===== src/rtl/pcst_pkg.sv =====
package pcst_pkg;

  // ----------------------------------------------------------------
  // Register offsets (word addresses on the parameter port)
  // ----------------------------------------------------------------
  localparam logic [7:0] OFS_CAP0_FLAG    = 8'h4a;
  localparam logic [7:0] OFS_CAP0_TSTAMP  = 8'h4c;
  localparam logic [7:0] OFS_CAP0_TRIGSEL = 8'h4e;
  localparam logic [7:0] OFS_CAP1_FLAG    = 8'h64;
  localparam logic [7:0] OFS_CAP1_TSTAMP  = 8'h66;
  localparam logic [7:0] OFS_CAP1_TRIGSEL = 8'h68;

  // ----------------------------------------------------------------
  // Field layout and reset values
  // ----------------------------------------------------------------
  localparam int         FLAG_BIT         = 0;
  localparam logic [7:0] RST_TRIGSEL      = 8'h00;
  localparam logic [7:0] TRIGSEL_MAX      = 8'h0b;
  localparam logic       RST_FLAG         = 1'b0;
  localparam logic [31:0] RST_TSTAMP      = 32'h0000_0000;

  // ----------------------------------------------------------------
  // Trigger source codes
  // ----------------------------------------------------------------
  localparam int         NUM_TRIG         = 12;
  localparam int         NUM_DIN          = 7;
  localparam int         NUM_DIFF         = 3;
  localparam logic [7:0] TRIG_DIFF_FIRST  = 8'h07;
  localparam logic [7:0] TRIG_IDX_PRI     = 8'h0a;
  localparam logic [7:0] TRIG_IDX_TER     = 8'h0b;

  // ----------------------------------------------------------------
  // Edge selection codes
  // ----------------------------------------------------------------
  localparam logic [1:0] EDGE_RESERVED    = 2'h0;
  localparam logic [1:0] EDGE_RISING      = 2'h1;
  localparam logic [1:0] EDGE_FALLING     = 2'h2;
  localparam logic [1:0] EDGE_BOTH        = 2'h3;

  // ----------------------------------------------------------------
  // Timing
  // ----------------------------------------------------------------
  localparam int          CLK_PERIOD_NS   = 20;
  localparam int          SYNC_PERIOD_NS  = 62500;
  localparam int          SYNC_CYCLES     = SYNC_PERIOD_NS / CLK_PERIOD_NS;
  localparam logic [11:0] SYNC_LAST       = 12'(SYNC_CYCLES - 1);
  localparam logic [31:0] NS_STEP         = 32'(CLK_PERIOD_NS);

  // ----------------------------------------------------------------
  // Channel carriers
  // ----------------------------------------------------------------
  typedef struct packed {
    logic       enable;
    logic       time_mode;
    logic [1:0] edge_sel;
    logic [7:0] trig_sel;
  } pcst_chan_cfg_t;

  typedef struct packed {
    logic        captured;
    logic [31:0] timestamp;
  } pcst_chan_stat_t;

  typedef enum logic [2:0] {
    ST_IDLE  = 3'b001,
    ST_ARMED = 3'b010,
    ST_DONE  = 3'b100
  } pcst_state_t;

endpackage


===== src/rtl/pcst_channel.sv =====
`timescale 1ns/1ns
module pcst_channel (
  input  wire logic                      clk,
  input  wire logic                      sys_rst,
  input  wire pcst_pkg::pcst_chan_cfg_t  cfg,
  input  wire logic [11:0]               trig_vec,
  input  wire logic [31:0]               ts_now,
  output pcst_pkg::pcst_chan_stat_t      stat
);

  // ----------------------------------------------------------------
  // Trigger selection and edge detection
  // ----------------------------------------------------------------
  logic                  en_prev;
  logic                  trig_prev;
  pcst_pkg::pcst_state_t state;
  pcst_pkg::pcst_state_t next_state;
  logic [31:0]           tstamp;
  logic [31:0]           next_tstamp;

  wire sel_ok    = cfg.trig_sel <= pcst_pkg::TRIGSEL_MAX;
  wire trig_lvl  = sel_ok ? trig_vec[cfg.trig_sel[3:0]] : 1'b0;
  wire rise      = trig_lvl & ~trig_prev;
  wire fall      = ~trig_lvl & trig_prev;
  // Edge only, never level; reserved code never fires
  wire edge_hit  = (cfg.edge_sel == pcst_pkg::EDGE_RISING  && rise) ||
                   (cfg.edge_sel == pcst_pkg::EDGE_FALLING && fall) ||
                   (cfg.edge_sel == pcst_pkg::EDGE_BOTH    && (rise || fall)); // [RL7]
  wire en_rise   = cfg.enable & ~en_prev;

  // ----------------------------------------------------------------
  // Arm / capture sequencing
  // ----------------------------------------------------------------
  always_comb begin
    next_state  = state;
    next_tstamp = tstamp;
    case (state)
      pcst_pkg::ST_IDLE: begin
        if (en_rise) begin
          next_state = pcst_pkg::ST_ARMED; // [RL1]
        end
      end
      pcst_pkg::ST_ARMED: begin
        if (!cfg.enable) begin
          next_state = pcst_pkg::ST_IDLE;
        end else if (edge_hit) begin
          next_state = pcst_pkg::ST_DONE; // [RL8]
          if (cfg.time_mode) begin
            next_tstamp = ts_now; // [RL3]
          end
        end
      end
      pcst_pkg::ST_DONE: begin
        if (!cfg.enable) begin
          next_state = pcst_pkg::ST_IDLE; // [RL2]
        end
      end
      default: next_state = pcst_pkg::ST_IDLE;
    endcase
  end

  // State, history and result registers
  always_ff @(posedge clk) begin
    if (sys_rst) begin
      state     <= pcst_pkg::ST_IDLE;
      en_prev   <= 1'b0;
      trig_prev <= 1'b0;
      tstamp    <= pcst_pkg::RST_TSTAMP;
    end else begin
      state     <= next_state;
      en_prev   <= cfg.enable;
      trig_prev <= trig_lvl;
      tstamp    <= next_tstamp;
    end
  end

  // Flag is high only in the captured state; one driver for the whole struct
  assign stat = {state == pcst_pkg::ST_DONE, tstamp}; // [RL2]

endmodule


===== src/rtl/pcst_top.sv =====
`timescale 1ns/1ns
// What this block does
// RL1 - Enabling a channel clears its captured flag until the next capture.
// RL2 - Captured flag reads 1 after capture, 0 otherwise or disabled, resets 0.
// RL3 - Timestamp is stored only when the channel is in time capture mode.
// RL4 - Timestamp is unsigned 32-bit nanoseconds since last 62.5 us sync pulse.
// RL5 - Each channel has an 8-bit trigger selector, legal 0 to 11, default 0.
// RL6 - Codes 0-6 digital inputs, 7-9 differential inputs, 10 primary, 11 tertiary index.
// RL7 - Trigger is edge detected: 1 rising, 2 falling, 3 both, 0 reserved.
// RL8 - First qualifying edge after enabling latches; later edges ignored until re-enable.
module pcst_top (
  input  wire logic        clk,
  input  wire logic        sys_rst,
  input  wire logic [7:0]  reg_addr,
  input  wire logic        reg_wr,
  input  wire logic [31:0] reg_wdata,
  input  wire logic        reg_rd,
  output logic [31:0]      reg_rdata,
  output logic             reg_rvalid,
  input  wire logic [6:0]  digital_in,
  input  wire logic [2:0]  diff_in,
  input  wire logic        index_primary,
  input  wire logic        index_tertiary,
  input  wire logic        capture0_enable,
  input  wire logic        capture0_mode,
  input  wire logic [1:0]  capture0_edge,
  input  wire logic        capture1_enable,
  input  wire logic        capture1_mode,
  input  wire logic [1:0]  capture1_edge,
  output logic             periodic_sync_pulse
);

  // ----------------------------------------------------------------
  // Pin synchronisers
  // ----------------------------------------------------------------
  logic [11:0] pins_raw;
  logic [11:0] pins_meta;
  logic [11:0] trig_vec;
  logic [1:0]  ctl_meta0;
  logic [1:0]  ctl_sync0;
  logic [1:0]  ctl_meta1;
  logic [1:0]  ctl_sync1;

  // Source order matches the selector codes
  assign pins_raw = {index_tertiary, index_primary, diff_in, digital_in}; // [RL6]

  // Two flip-flops per trigger input
  genvar gi;
  generate
    for (gi = 0; gi < pcst_pkg::NUM_TRIG; gi++) begin : g_sync
      always_ff @(posedge clk) begin
        if (sys_rst) begin
          pins_meta[gi] <= 1'b0;
          trig_vec[gi]  <= 1'b0;
        end else begin
          pins_meta[gi] <= pins_raw[gi];
          trig_vec[gi]  <= pins_meta[gi];
        end
      end
    end
  endgenerate

  // Control levels from outside also pass two flip-flops
  always_ff @(posedge clk) begin
    if (sys_rst) begin
      ctl_meta0 <= 2'h0;
      ctl_sync0 <= 2'h0;
      ctl_meta1 <= 2'h0;
      ctl_sync1 <= 2'h0;
    end else begin
      ctl_meta0 <= {capture0_enable, capture0_mode};
      ctl_sync0 <= ctl_meta0;
      ctl_meta1 <= {capture1_enable, capture1_mode};
      ctl_sync1 <= ctl_meta1;
    end
  end

  logic [1:0] edge_meta0;
  logic [1:0] edge_sync0;
  logic [1:0] edge_meta1;
  logic [1:0] edge_sync1;

  // Edge selections, same treatment
  always_ff @(posedge clk) begin
    if (sys_rst) begin
      edge_meta0 <= pcst_pkg::EDGE_RESERVED;
      edge_sync0 <= pcst_pkg::EDGE_RESERVED;
      edge_meta1 <= pcst_pkg::EDGE_RESERVED;
      edge_sync1 <= pcst_pkg::EDGE_RESERVED;
    end else begin
      edge_meta0 <= capture0_edge;
      edge_sync0 <= edge_meta0;
      edge_meta1 <= capture1_edge;
      edge_sync1 <= edge_meta1;
    end
  end

  // ----------------------------------------------------------------
  // Sync pulse and nanosecond time base
  // ----------------------------------------------------------------
  logic [11:0] sync_cnt;
  logic [31:0] ns_time;

  wire sync_wrap = sync_cnt == pcst_pkg::SYNC_LAST;

  // Time restarts from zero at every sync pulse
  always_ff @(posedge clk) begin
    if (sys_rst) begin
      sync_cnt            <= 12'h000;
      ns_time             <= 32'h0000_0000;
      periodic_sync_pulse <= 1'b0;
    end else begin
      sync_cnt            <= sync_wrap ? 12'h000 : sync_cnt + 12'h001;
      ns_time             <= sync_wrap ? 32'h0000_0000 : ns_time + pcst_pkg::NS_STEP; // [RL4]
      periodic_sync_pulse <= sync_wrap;
    end
  end

  // ----------------------------------------------------------------
  // Trigger source selectors
  // ----------------------------------------------------------------
  logic [7:0] capture0_trigger_source_select;
  logic [7:0] capture1_trigger_source_select;

  wire wdata_legal = reg_wdata[31:8] == 24'h000000 &&
                     reg_wdata[7:0] <= pcst_pkg::TRIGSEL_MAX;
  wire wr_sel0     = reg_wr && reg_addr == pcst_pkg::OFS_CAP0_TRIGSEL && wdata_legal;
  wire wr_sel1     = reg_wr && reg_addr == pcst_pkg::OFS_CAP1_TRIGSEL && wdata_legal;

  // Out-of-range codes are dropped, old value kept
  always_ff @(posedge clk) begin
    if (sys_rst) begin
      capture0_trigger_source_select <= pcst_pkg::RST_TRIGSEL; // [RL5]
      capture1_trigger_source_select <= pcst_pkg::RST_TRIGSEL; // [RL5]
    end else begin
      if (wr_sel0) begin
        capture0_trigger_source_select <= reg_wdata[7:0]; // [RL5]
      end
      if (wr_sel1) begin
        capture1_trigger_source_select <= reg_wdata[7:0]; // [RL5]
      end
    end
  end

  // ----------------------------------------------------------------
  // Capture channels
  // ----------------------------------------------------------------
  pcst_pkg::pcst_chan_cfg_t  cfg0;
  pcst_pkg::pcst_chan_cfg_t  cfg1;
  pcst_pkg::pcst_chan_stat_t stat0;
  pcst_pkg::pcst_chan_stat_t stat1;

  // Gather per-channel configuration
  assign cfg0 = {ctl_sync0[1], ctl_sync0[0], edge_sync0, capture0_trigger_source_select};
  assign cfg1 = {ctl_sync1[1], ctl_sync1[0], edge_sync1, capture1_trigger_source_select};

  pcst_channel u_chan0 (
    .clk      (clk),
    .sys_rst  (sys_rst),
    .cfg      (cfg0),
    .trig_vec (trig_vec),
    .ts_now   (ns_time),
    .stat     (stat0)
  );

  pcst_channel u_chan1 (
    .clk      (clk),
    .sys_rst  (sys_rst),
    .cfg      (cfg1),
    .trig_vec (trig_vec),
    .ts_now   (ns_time),
    .stat     (stat1)
  );

  // ----------------------------------------------------------------
  // Register read port
  // ----------------------------------------------------------------
  logic [31:0] next_rd_data;

  wire [31:0] flag0_word = {31'h0, stat0.captured}; // [RL2]
  wire [31:0] flag1_word = {31'h0, stat1.captured}; // [RL2]
  wire [31:0] sel0_word  = {24'h000000, capture0_trigger_source_select};
  wire [31:0] sel1_word  = {24'h000000, capture1_trigger_source_select};

  // Address decode; unmapped addresses read zero
  assign next_rd_data =
    (reg_addr == pcst_pkg::OFS_CAP0_FLAG)    ? flag0_word      :
    (reg_addr == pcst_pkg::OFS_CAP0_TSTAMP)  ? stat0.timestamp :
    (reg_addr == pcst_pkg::OFS_CAP0_TRIGSEL) ? sel0_word       :
    (reg_addr == pcst_pkg::OFS_CAP1_FLAG)    ? flag1_word      :
    (reg_addr == pcst_pkg::OFS_CAP1_TSTAMP)  ? stat1.timestamp :
    (reg_addr == pcst_pkg::OFS_CAP1_TRIGSEL) ? sel1_word       :
    32'h0000_0000;

  // Read answer one cycle after the strobe
  always_ff @(posedge clk) begin
    if (sys_rst) begin
      reg_rdata  <= 32'h0000_0000;
      reg_rvalid <= 1'b0;
    end else begin
      reg_rdata  <= reg_rd ? next_rd_data : reg_rdata;
      reg_rvalid <= reg_rd;
    end
  end

endmodule


===== config.mk =====
export PLATFORM = sky130hd
export DESIGN_NAME = pcst_top
export DESIGN_NICKNAME = d
export VERILOG_FILES = /design/src/rtl/pcst_pkg.sv /design/src/rtl/pcst_channel.sv /design/src/rtl/pcst_top.sv
export SDC_FILE = /design/constraint.sdc
export NUM_CORES = 1
export LEC_CHECK = 0
export BUFFER_PORTS_ARGS = -buffer_cell sky130_fd_sc_hd__buf_2
export CAP_MARGIN = 25
export CORE_ASPECT_RATIO = 1.2
export CORE_UTILIZATION = 50
export DETAILED_ROUTE_END_ITERATION = 10
export PLACE_DENSITY = 0.7
export REMOVE_ABC_BUFFERS = 1
export SETUP_SLACK_MARGIN = 0.05
export SLEW_MARGIN = 20
export SYNTH_ARGS = -nofsm -noshare
export SYNTH_HDL_FRONTEND = slang
export SYNTH_HIERARCHICAL = 1
export SYNTH_SLANG_ARGS = --single-unit

===== constraint.sdc =====
create_clock -name clk -period 3.4 [get_ports clk]
set_input_delay 0.17 -clock clk [delete_from_list [all_inputs] [get_ports clk]]
set_output_delay 0.17 -clock clk [all_outputs]
set_load 0.05 [all_outputs]

# Yosys cells after proc, flatten, opt, wreduce, memory -nomap -nowiden

Cells that the tools add are included.
W data, S select, Z words.

Output and inout bits: 34
Logic and storage cells: 136
Bits in registers: 208

Add/sub/neg operators: 2
Equal/unequal tests: 25
Magnitude comparators: 5
Muxes and demuxes: 22
Reduce and logical (&&, ||, !) cells: 23
Bitwise operators: 12

Operators by type and width:

| cell                    | number |
|---|---|
| $mux W32                | 5 |
| $eq A8 B7 Y1 const B    | 6 |
| $add A32 B5 Y32 const B | 1 |
| $le A8 B4 Y1 const B    | 3 |
| $logic_not A24 Y1       | 1 |
| $mux W3                 | 8 |
| $pmux W3 S3             | 2 |
| $add A12 B1 Y12 const B | 1 |
| $eq A12 B12 Y1 const B  | 1 |
| $logic_and A1 B1 Y1     | 11 |
| $lt A4 B5 Y1 const B    | 2 |
| $bmux W1 S4             | 2 |
| $eq A2 B2 Y1 const B    | 4 |
| $mux W8                 | 1 |
| $reduce_and A4 Y1       | 2 |
| $and A1 B1 Y1           | 6 |
| $eq A3 B1 Y1 const B    | 2 |
| $eq A3 B2 Y1 const B    | 2 |
| $eq A3 B3 Y1 const B    | 2 |
| $logic_or A1 B1 Y1      | 6 |
| $ne A3 B2 Y1 const B    | 2 |
| $not A1 Y1              | 6 |
| $reduce_and A3 Y1       | 2 |
| $eq A2 B1 Y1 const B    | 2 |
| 4 further kinds         | 9 |

# Logic depth before layout (Yosys ltp)

Depth after elaboration: 11
Depth in mapped cells: 10

# By module

The synthesis kept the hierarchy.

By module, submodules not included:

| module       | cells an instance | area an instance (um^2) | times used |
|---|---|---|---|
| pcst_top     | 539               | 5144.9                  | 1 |
| pcst_channel | 188               | 1731.7                  | 2 |

# Least setup slack after synthesis

No wires, ideal clock.

Path kind: register to register
From: register capture1_trigger_source_select[0]
To: register u_chan1.state[2]
Data arrival time: 2.285 ns
Library setup time: 0.119 ns
Data required time: 3.281 ns
Stages on the path, launching flop included: 10
Clock period less this slack: 2.404 ns
Setup slack: 0.996 ns
Cell sequence: dfxtp_1 mux4_2 o21ai_1 o31a_2 nor2_1 ha_1 or2_1 a31oi_4 o21ba_1 o221a_1

Word-level cells in the longest chain between the ends: 10
Elaborated cells between the ends (all ways): 15

RTL lines:

| element                                                   | line                                   | source |
|---|---|---|
| start, declared                                           | pcst_top.sv:123                        | `logic [7:0] capture1_trigger_source_select;` |
| start signal, assigned                                    | pcst_top.sv:134                        | `capture1_trigger_source_select <= pcst_pkg::RST_TRIGSEL;` |
| start signal, assigned                                    | pcst_top.sv:140                        | `capture1_trigger_source_select <= reg_wdata[7:0];` |
| $bmux W1 S4                                               | pcst_channel.sv:22                     | `wire trig_lvl = sel_ok ? trig_vec[cfg.trig_sel[3:0]] : 1'b0;` |
| $mux W1 (not written as such)                             | pcst_channel.sv:22                     |  |
| $mux W1 *                                                 | pcst_channel.sv:22                     |  |
| net u_chan1.trig_lvl                                      | pcst_channel.sv:22                     |  |
| $not A1 Y1                                                | pcst_channel.sv:24                     | `wire fall = ~trig_lvl & trig_prev;` |
| $and A1 B1 Y1                                             | pcst_channel.sv:24                     |  |
| $logic_and A1 B1 Y1 or $logic_or A1 B1 Y1 (tied branches) | pcst_channel.sv:27, pcst_channel.sv:28 |  |
| $logic_or A1 B1 Y1 or $logic_and A1 B1 Y1 (tied branches) | pcst_channel.sv:26, pcst_channel.sv:28 |  |
| $logic_or A1 B1 Y1 *                                      | pcst_channel.sv:27                     | `(cfg.edge_sel == pcst_pkg::EDGE_FALLING && fall) \|\|` |
| $ne A3 B2 Y1 (no source line) *                           | --                                     |  |
| $reduce_and A3 Y1 (no source line) *                      | --                                     |  |
| end signal, assigned                                      | pcst_channel.sv:65                     | `state <= pcst_pkg::ST_IDLE;` |
| end signal, assigned                                      | pcst_channel.sv:70                     | `state <= next_state;` |
| end, declared                                             | pcst_channel.sv:16                     | `pcst_pkg::pcst_state_t state;` |

The timed path passes the listed nets; every way through them passes the cells marked *. The select of a mux whose other input is x is not followed.
A chain may end at the register's enable or synchronous reset.

# Worst setup path after layout

From: register capture0_trigger_source_select[0]
To: register u_chan0.tstamp[27]

Word-level cells in the longest chain between the ends: 9
Elaborated cells between the ends (all ways): 14

RTL lines:

| element                                                   | line                                   | source |
|---|---|---|
| start, declared                                           | pcst_top.sv:122                        | `logic [7:0] capture0_trigger_source_select;` |
| start signal, assigned                                    | pcst_top.sv:133                        | `capture0_trigger_source_select <= pcst_pkg::RST_TRIGSEL;` |
| start signal, assigned                                    | pcst_top.sv:137                        | `capture0_trigger_source_select <= reg_wdata[7:0];` |
| $bmux W1 S4                                               | pcst_channel.sv:22                     |  |
| $mux W1 (not written as such)                             | pcst_channel.sv:22                     |  |
| $mux W1 *                                                 | pcst_channel.sv:22                     |  |
| $not A1 Y1                                                | pcst_channel.sv:24                     |  |
| $and A1 B1 Y1                                             | pcst_channel.sv:24                     |  |
| $logic_and A1 B1 Y1 or $logic_or A1 B1 Y1 (tied branches) | pcst_channel.sv:27, pcst_channel.sv:28 |  |
| $logic_or A1 B1 Y1 or $logic_and A1 B1 Y1 (tied branches) | pcst_channel.sv:26, pcst_channel.sv:28 |  |
| $logic_or A1 B1 Y1 *                                      | pcst_channel.sv:27                     |  |
| $reduce_and A4 Y1 (no source line) *                      | --                                     |  |
| end signal, assigned                                      | pcst_channel.sv:68                     | `tstamp <= pcst_pkg::RST_TSTAMP;` |
| end signal, assigned                                      | pcst_channel.sv:73                     | `tstamp <= next_tstamp;` |
| end, declared                                             | pcst_channel.sv:18                     | `logic [31:0] tstamp;` |

Mark *: on every way between the ends. The rest lies on a longest branch, timed or not. The select of a mux whose other input is x is not followed.

==> results.md <==
- GP Congestion: 0.778
- Worst EP required: 3.80 ns
- Worst-path maximum fanout: 22
- Vias in the first global route: 6245
- Slew margin rel.: 0.429
- Post-Synthesis Cells: 915
- CTS tree: done
- Hold Path Class: input pin to flip-flop
- Inst Count DP: 1194
- Ant diodes: 0
- Largest net degree at the start of global routing: 64
- Die footprint: 0.0177 mm²
- Initial core utilization: 0.511
- First-pass GRT wire length: 30100 µm
- Clk_skew: 0.0142 ns
- HPWL after DPL: 11800 µm
- Fin nets: 1097
- FF-to-FF End: u_chan0/tstamp[27]$_SDFFE_PP0P_
- Internal power: 3.97 mW
- CTS max path bufs: 3
- PostCTS Resize Cnt: 0
- H-Tree Depth: 1
- # clock sinks: 206
- Post-synth ARST share: 0
- Synth cell types: 65
- Top-area cell type share of the netlist area: 0.479
- Most common cell after layout, fill and taps aside: dfxtp_1
- Via Count: 6627
- R2R setup slack: 0.61 ns
- Synth warnings: 6
- Overflow after GRT: 0
- Layout area overhead: 18.0%
- MaxCap Viol Count: 0
- Sw Share: 0.215
- WHS Endpoint: reg_rvalid$_SDFF_PP0_
- Worst EP arrival: 3.19 ns
- Net Switching: 1.09 mW
- Final std cells w/o fill: 1255
- CP Launch Type: flip-flop
- Core ar.: 0.0169 mm²
- Crit. End Element: flip-flop
- DIE HEIGHT: 146 µm
- Root buffer selected by CTS: clkbuf_16
- Largest cells by area after synthesis: dfxtp_1, mux2i_1, nand2_1
- 1st-pass router iterations: 4
- Fillers: 1452
- Hold Path Depth: 2
- Sequential Power Share: 0.491
- Ports: 98
- Post-synth top area cell: dfxtp_1
- Hold Fails Final Rpt: 0
- Syn_area_per_cell: 9.41 µm²
- Residual DRC: 0
- Kind of critical path: flip-flop to flip-flop
- WL/cell: 14.7 µm
- Most frequent cells in the layout: dfxtp_1, nand2_1, buf_2
- R2R cell count: 10
- DR iter-0 viols: 362
- Initial antenna violation count: 0
- Yosys reg bits: 206
- Row count: 52
- Setup Viol. Count Final: 0
- Tmin final: 2.79 ns
- Number of CTS-inserted buffers: 21
- Clock Latency Late Sink: 0.49 ns
- Post-synth EDFFs: 0
- Post-Route WL: 18400 µm
- RSZ-0062 raised after global routing: false
- Comb pwr share: 0.049
- Sequential-to-total area share from yosys stat: 0.479
- Leak: 3.75 nW
- Clock share of power: 0.460
- Port bufs: 97
- Synth Cell Area: 0.00861 mm²
- Period utilisation layout: 0.821
- Peak supply drop: 0.332 mV
- Worst flop-to-flop path startpoint: capture0_trigger_source_select[0]$_SDFFE_PP0P_
- Worst Tran Pin Value: 0.854 ns
- Gr usage total: 0.206
- Worst Hold Launch: sys_rst
- Clock-pin slew on the worst setup and hold paths: 0.06 ns
- Status: complete, no violations
- Ys flop type: dfxtp_1
- Fin Setup TNS: 0 ns
- Max Freq: 0.358 GHz
- Die W: 122 µm
- Share of cells above drive strength 1: 0.162
- Power per standard cell area: 498 mW/mm²
- Via density: 5.28
- Slew Limit Fails: 0
- ANT nets after route: 0
## worst max path at each step
stage / startpoint / to / slack [ns] / cells past startpoint
after floorplan: capture1_trigger_source_select[0]$_SDFFE_PP0P_ / u_chan1/tstamp[10]$_SDFFE_PP0P_ / 0.87 / 9
after global routing: capture0_trigger_source_select[0]$_SDFFE_PP0P_ / u_chan0/tstamp[30]$_SDFFE_PP0P_ / 0.48 / 10
after detailed placement: capture0_trigger_source_select[0]$_SDFFE_PP0P_ / u_chan0/tstamp[27]$_SDFFE_PP0P_ / 0.64 / 10
final: capture0_trigger_source_select[0]$_SDFFE_PP0P_ / u_chan0/tstamp[27]$_SDFFE_PP0P_ / 0.61 / 10
after CTS: capture0_trigger_source_select[0]$_SDFFE_PP0P_ / u_chan0/tstamp[27]$_SDFFE_PP0P_ / 0.61 / 10
after global placement: capture0_trigger_source_select[0]$_SDFFE_PP0P_ / u_chan0/tstamp[19]$_SDFFE_PP0P_ / 0.71 / 10
## power by group through the flow
stage | registers, mW | clock network (mW) | logic (mW)
after floorplan | 2.54 | 0 | 0.113
after global placement | 2.54 | 0 | 0.219
after detailed placement | 2.54 | 0 | 0.223
after CTS | 2.48 | 2.38 | 0.245
after global routing | 2.49 | 2.48 | 0.276
final | 2.48 | 2.33 | 0.248
## cell usage after synthesis (10+ instances only)
cell / instances
dfxtp_1: 206
nand2_1: 171
mux2i_1: 76
nor2_1: 72
nor2b_1: 57
a22oi_1: 35
clkbuf_1: 26
inv_1: 26
xnor2_1: 23
o21ai_1: 22
nand3_1: 15
xor2_1: 15
nor4_1: 11
and2_1: 10
nor3_1: 10
o21ai_0: 10
## what timing repair did
action / 4_1_cts / 5_1_grt
hold endpoints to repair: 28 / 0
hold buffers: 24 / 0
setup buffers: 0 / 0
## layout make-up
| type | count | area (µm²) | share of cell area |
|---|---|---|---|
| Inverter | 26 | 97.6 | 0.00961 |
| Timing Repair Buffer | 131 | 858 | 0.0845 |
| Sequential cell | 206 | 4120 | 0.406 |
| Multi-Input combinational cell | 640 | 4100 | 0.404 |
| Clock inverter | 6 | 82.6 | 0.00813 |
| Tap cell | 216 | 270 | 0.0266 |
| Clock buffer | 30 | 619 | 0.0610 |
## state kept, by name (all words and copies together) (netlist names), 3 cells and up
| name | cells |
|---|---|
| u_chan0/state | 3 |
| sync_cnt | 12 |
| capture1_trigger_source_select | 8 |
| capture0_trigger_source_select | 8 |
| u_chan0/tstamp | 32 |
| pins_meta | 12 |
| u_chan1/state | 3 |
| reg_rdata | 32 |
| ns_time | 30 |
| trig_vec | 12 |
| u_chan1/tstamp | 32 |
## metrics by stage
stage / hold WS (ns) / utilization / worst slack [ns] / instance area [µm²] / power, mW
after floorplan: 0.242 / - / 0.867 / 8320 / 2.65
after global placement: 0.380 / 0.545 / 0.714 / 9190 / 2.76
after detailed placement: 0.384 / 0.545 / 0.643 / 9190 / 2.76
after CTS: 0.00953 / 0.601 / 0.605 / 10100 / 5.11
after global routing: 0.0216 / 0.603 / 0.476 / 10200 / 5.25
final: 0.0110 / 0.603 / 0.610 / 10200 / 5.06
## cells by family after synthesis
| logic type | synth area share |
|---|---|
| buffers and inverters | 0.0458 |
| muxes | 0.0962 |
| xor gates and xnor gates | 0.0387 |
| other | 0.000436 |
| and+or+nand+nor | 0.234 |
| AOI/OAI and AO/OA | 0.0959 |
| DFF | 0.479 |
| adders and majority gates | 0.0102 |
## metal layers
metal / up-vias / global-route usage / routed length [µm]
met2: 137 / 0.350 / 8840
met1: 3134 / 0.270 / 8390
li1: 3325 / - / -
met3: 31 / 0.0270 / 769
met5: - / 0 / 0
met4: 0 / 0.0605 / 391
## critical path: stages (launching register included)
cell,delay [ns]
dfxtp_1,0.47
mux4_2,0.54
o21ai_1,0.13
o31a_2,0.17
or2_1,0.11
ha_1,0.22
nand2_1,0.11
a31oi_4,0.15
nor2_8,0.32
buf_12,0.26
mux2i_1,0.22
Power figures use the tool's default switching activity.
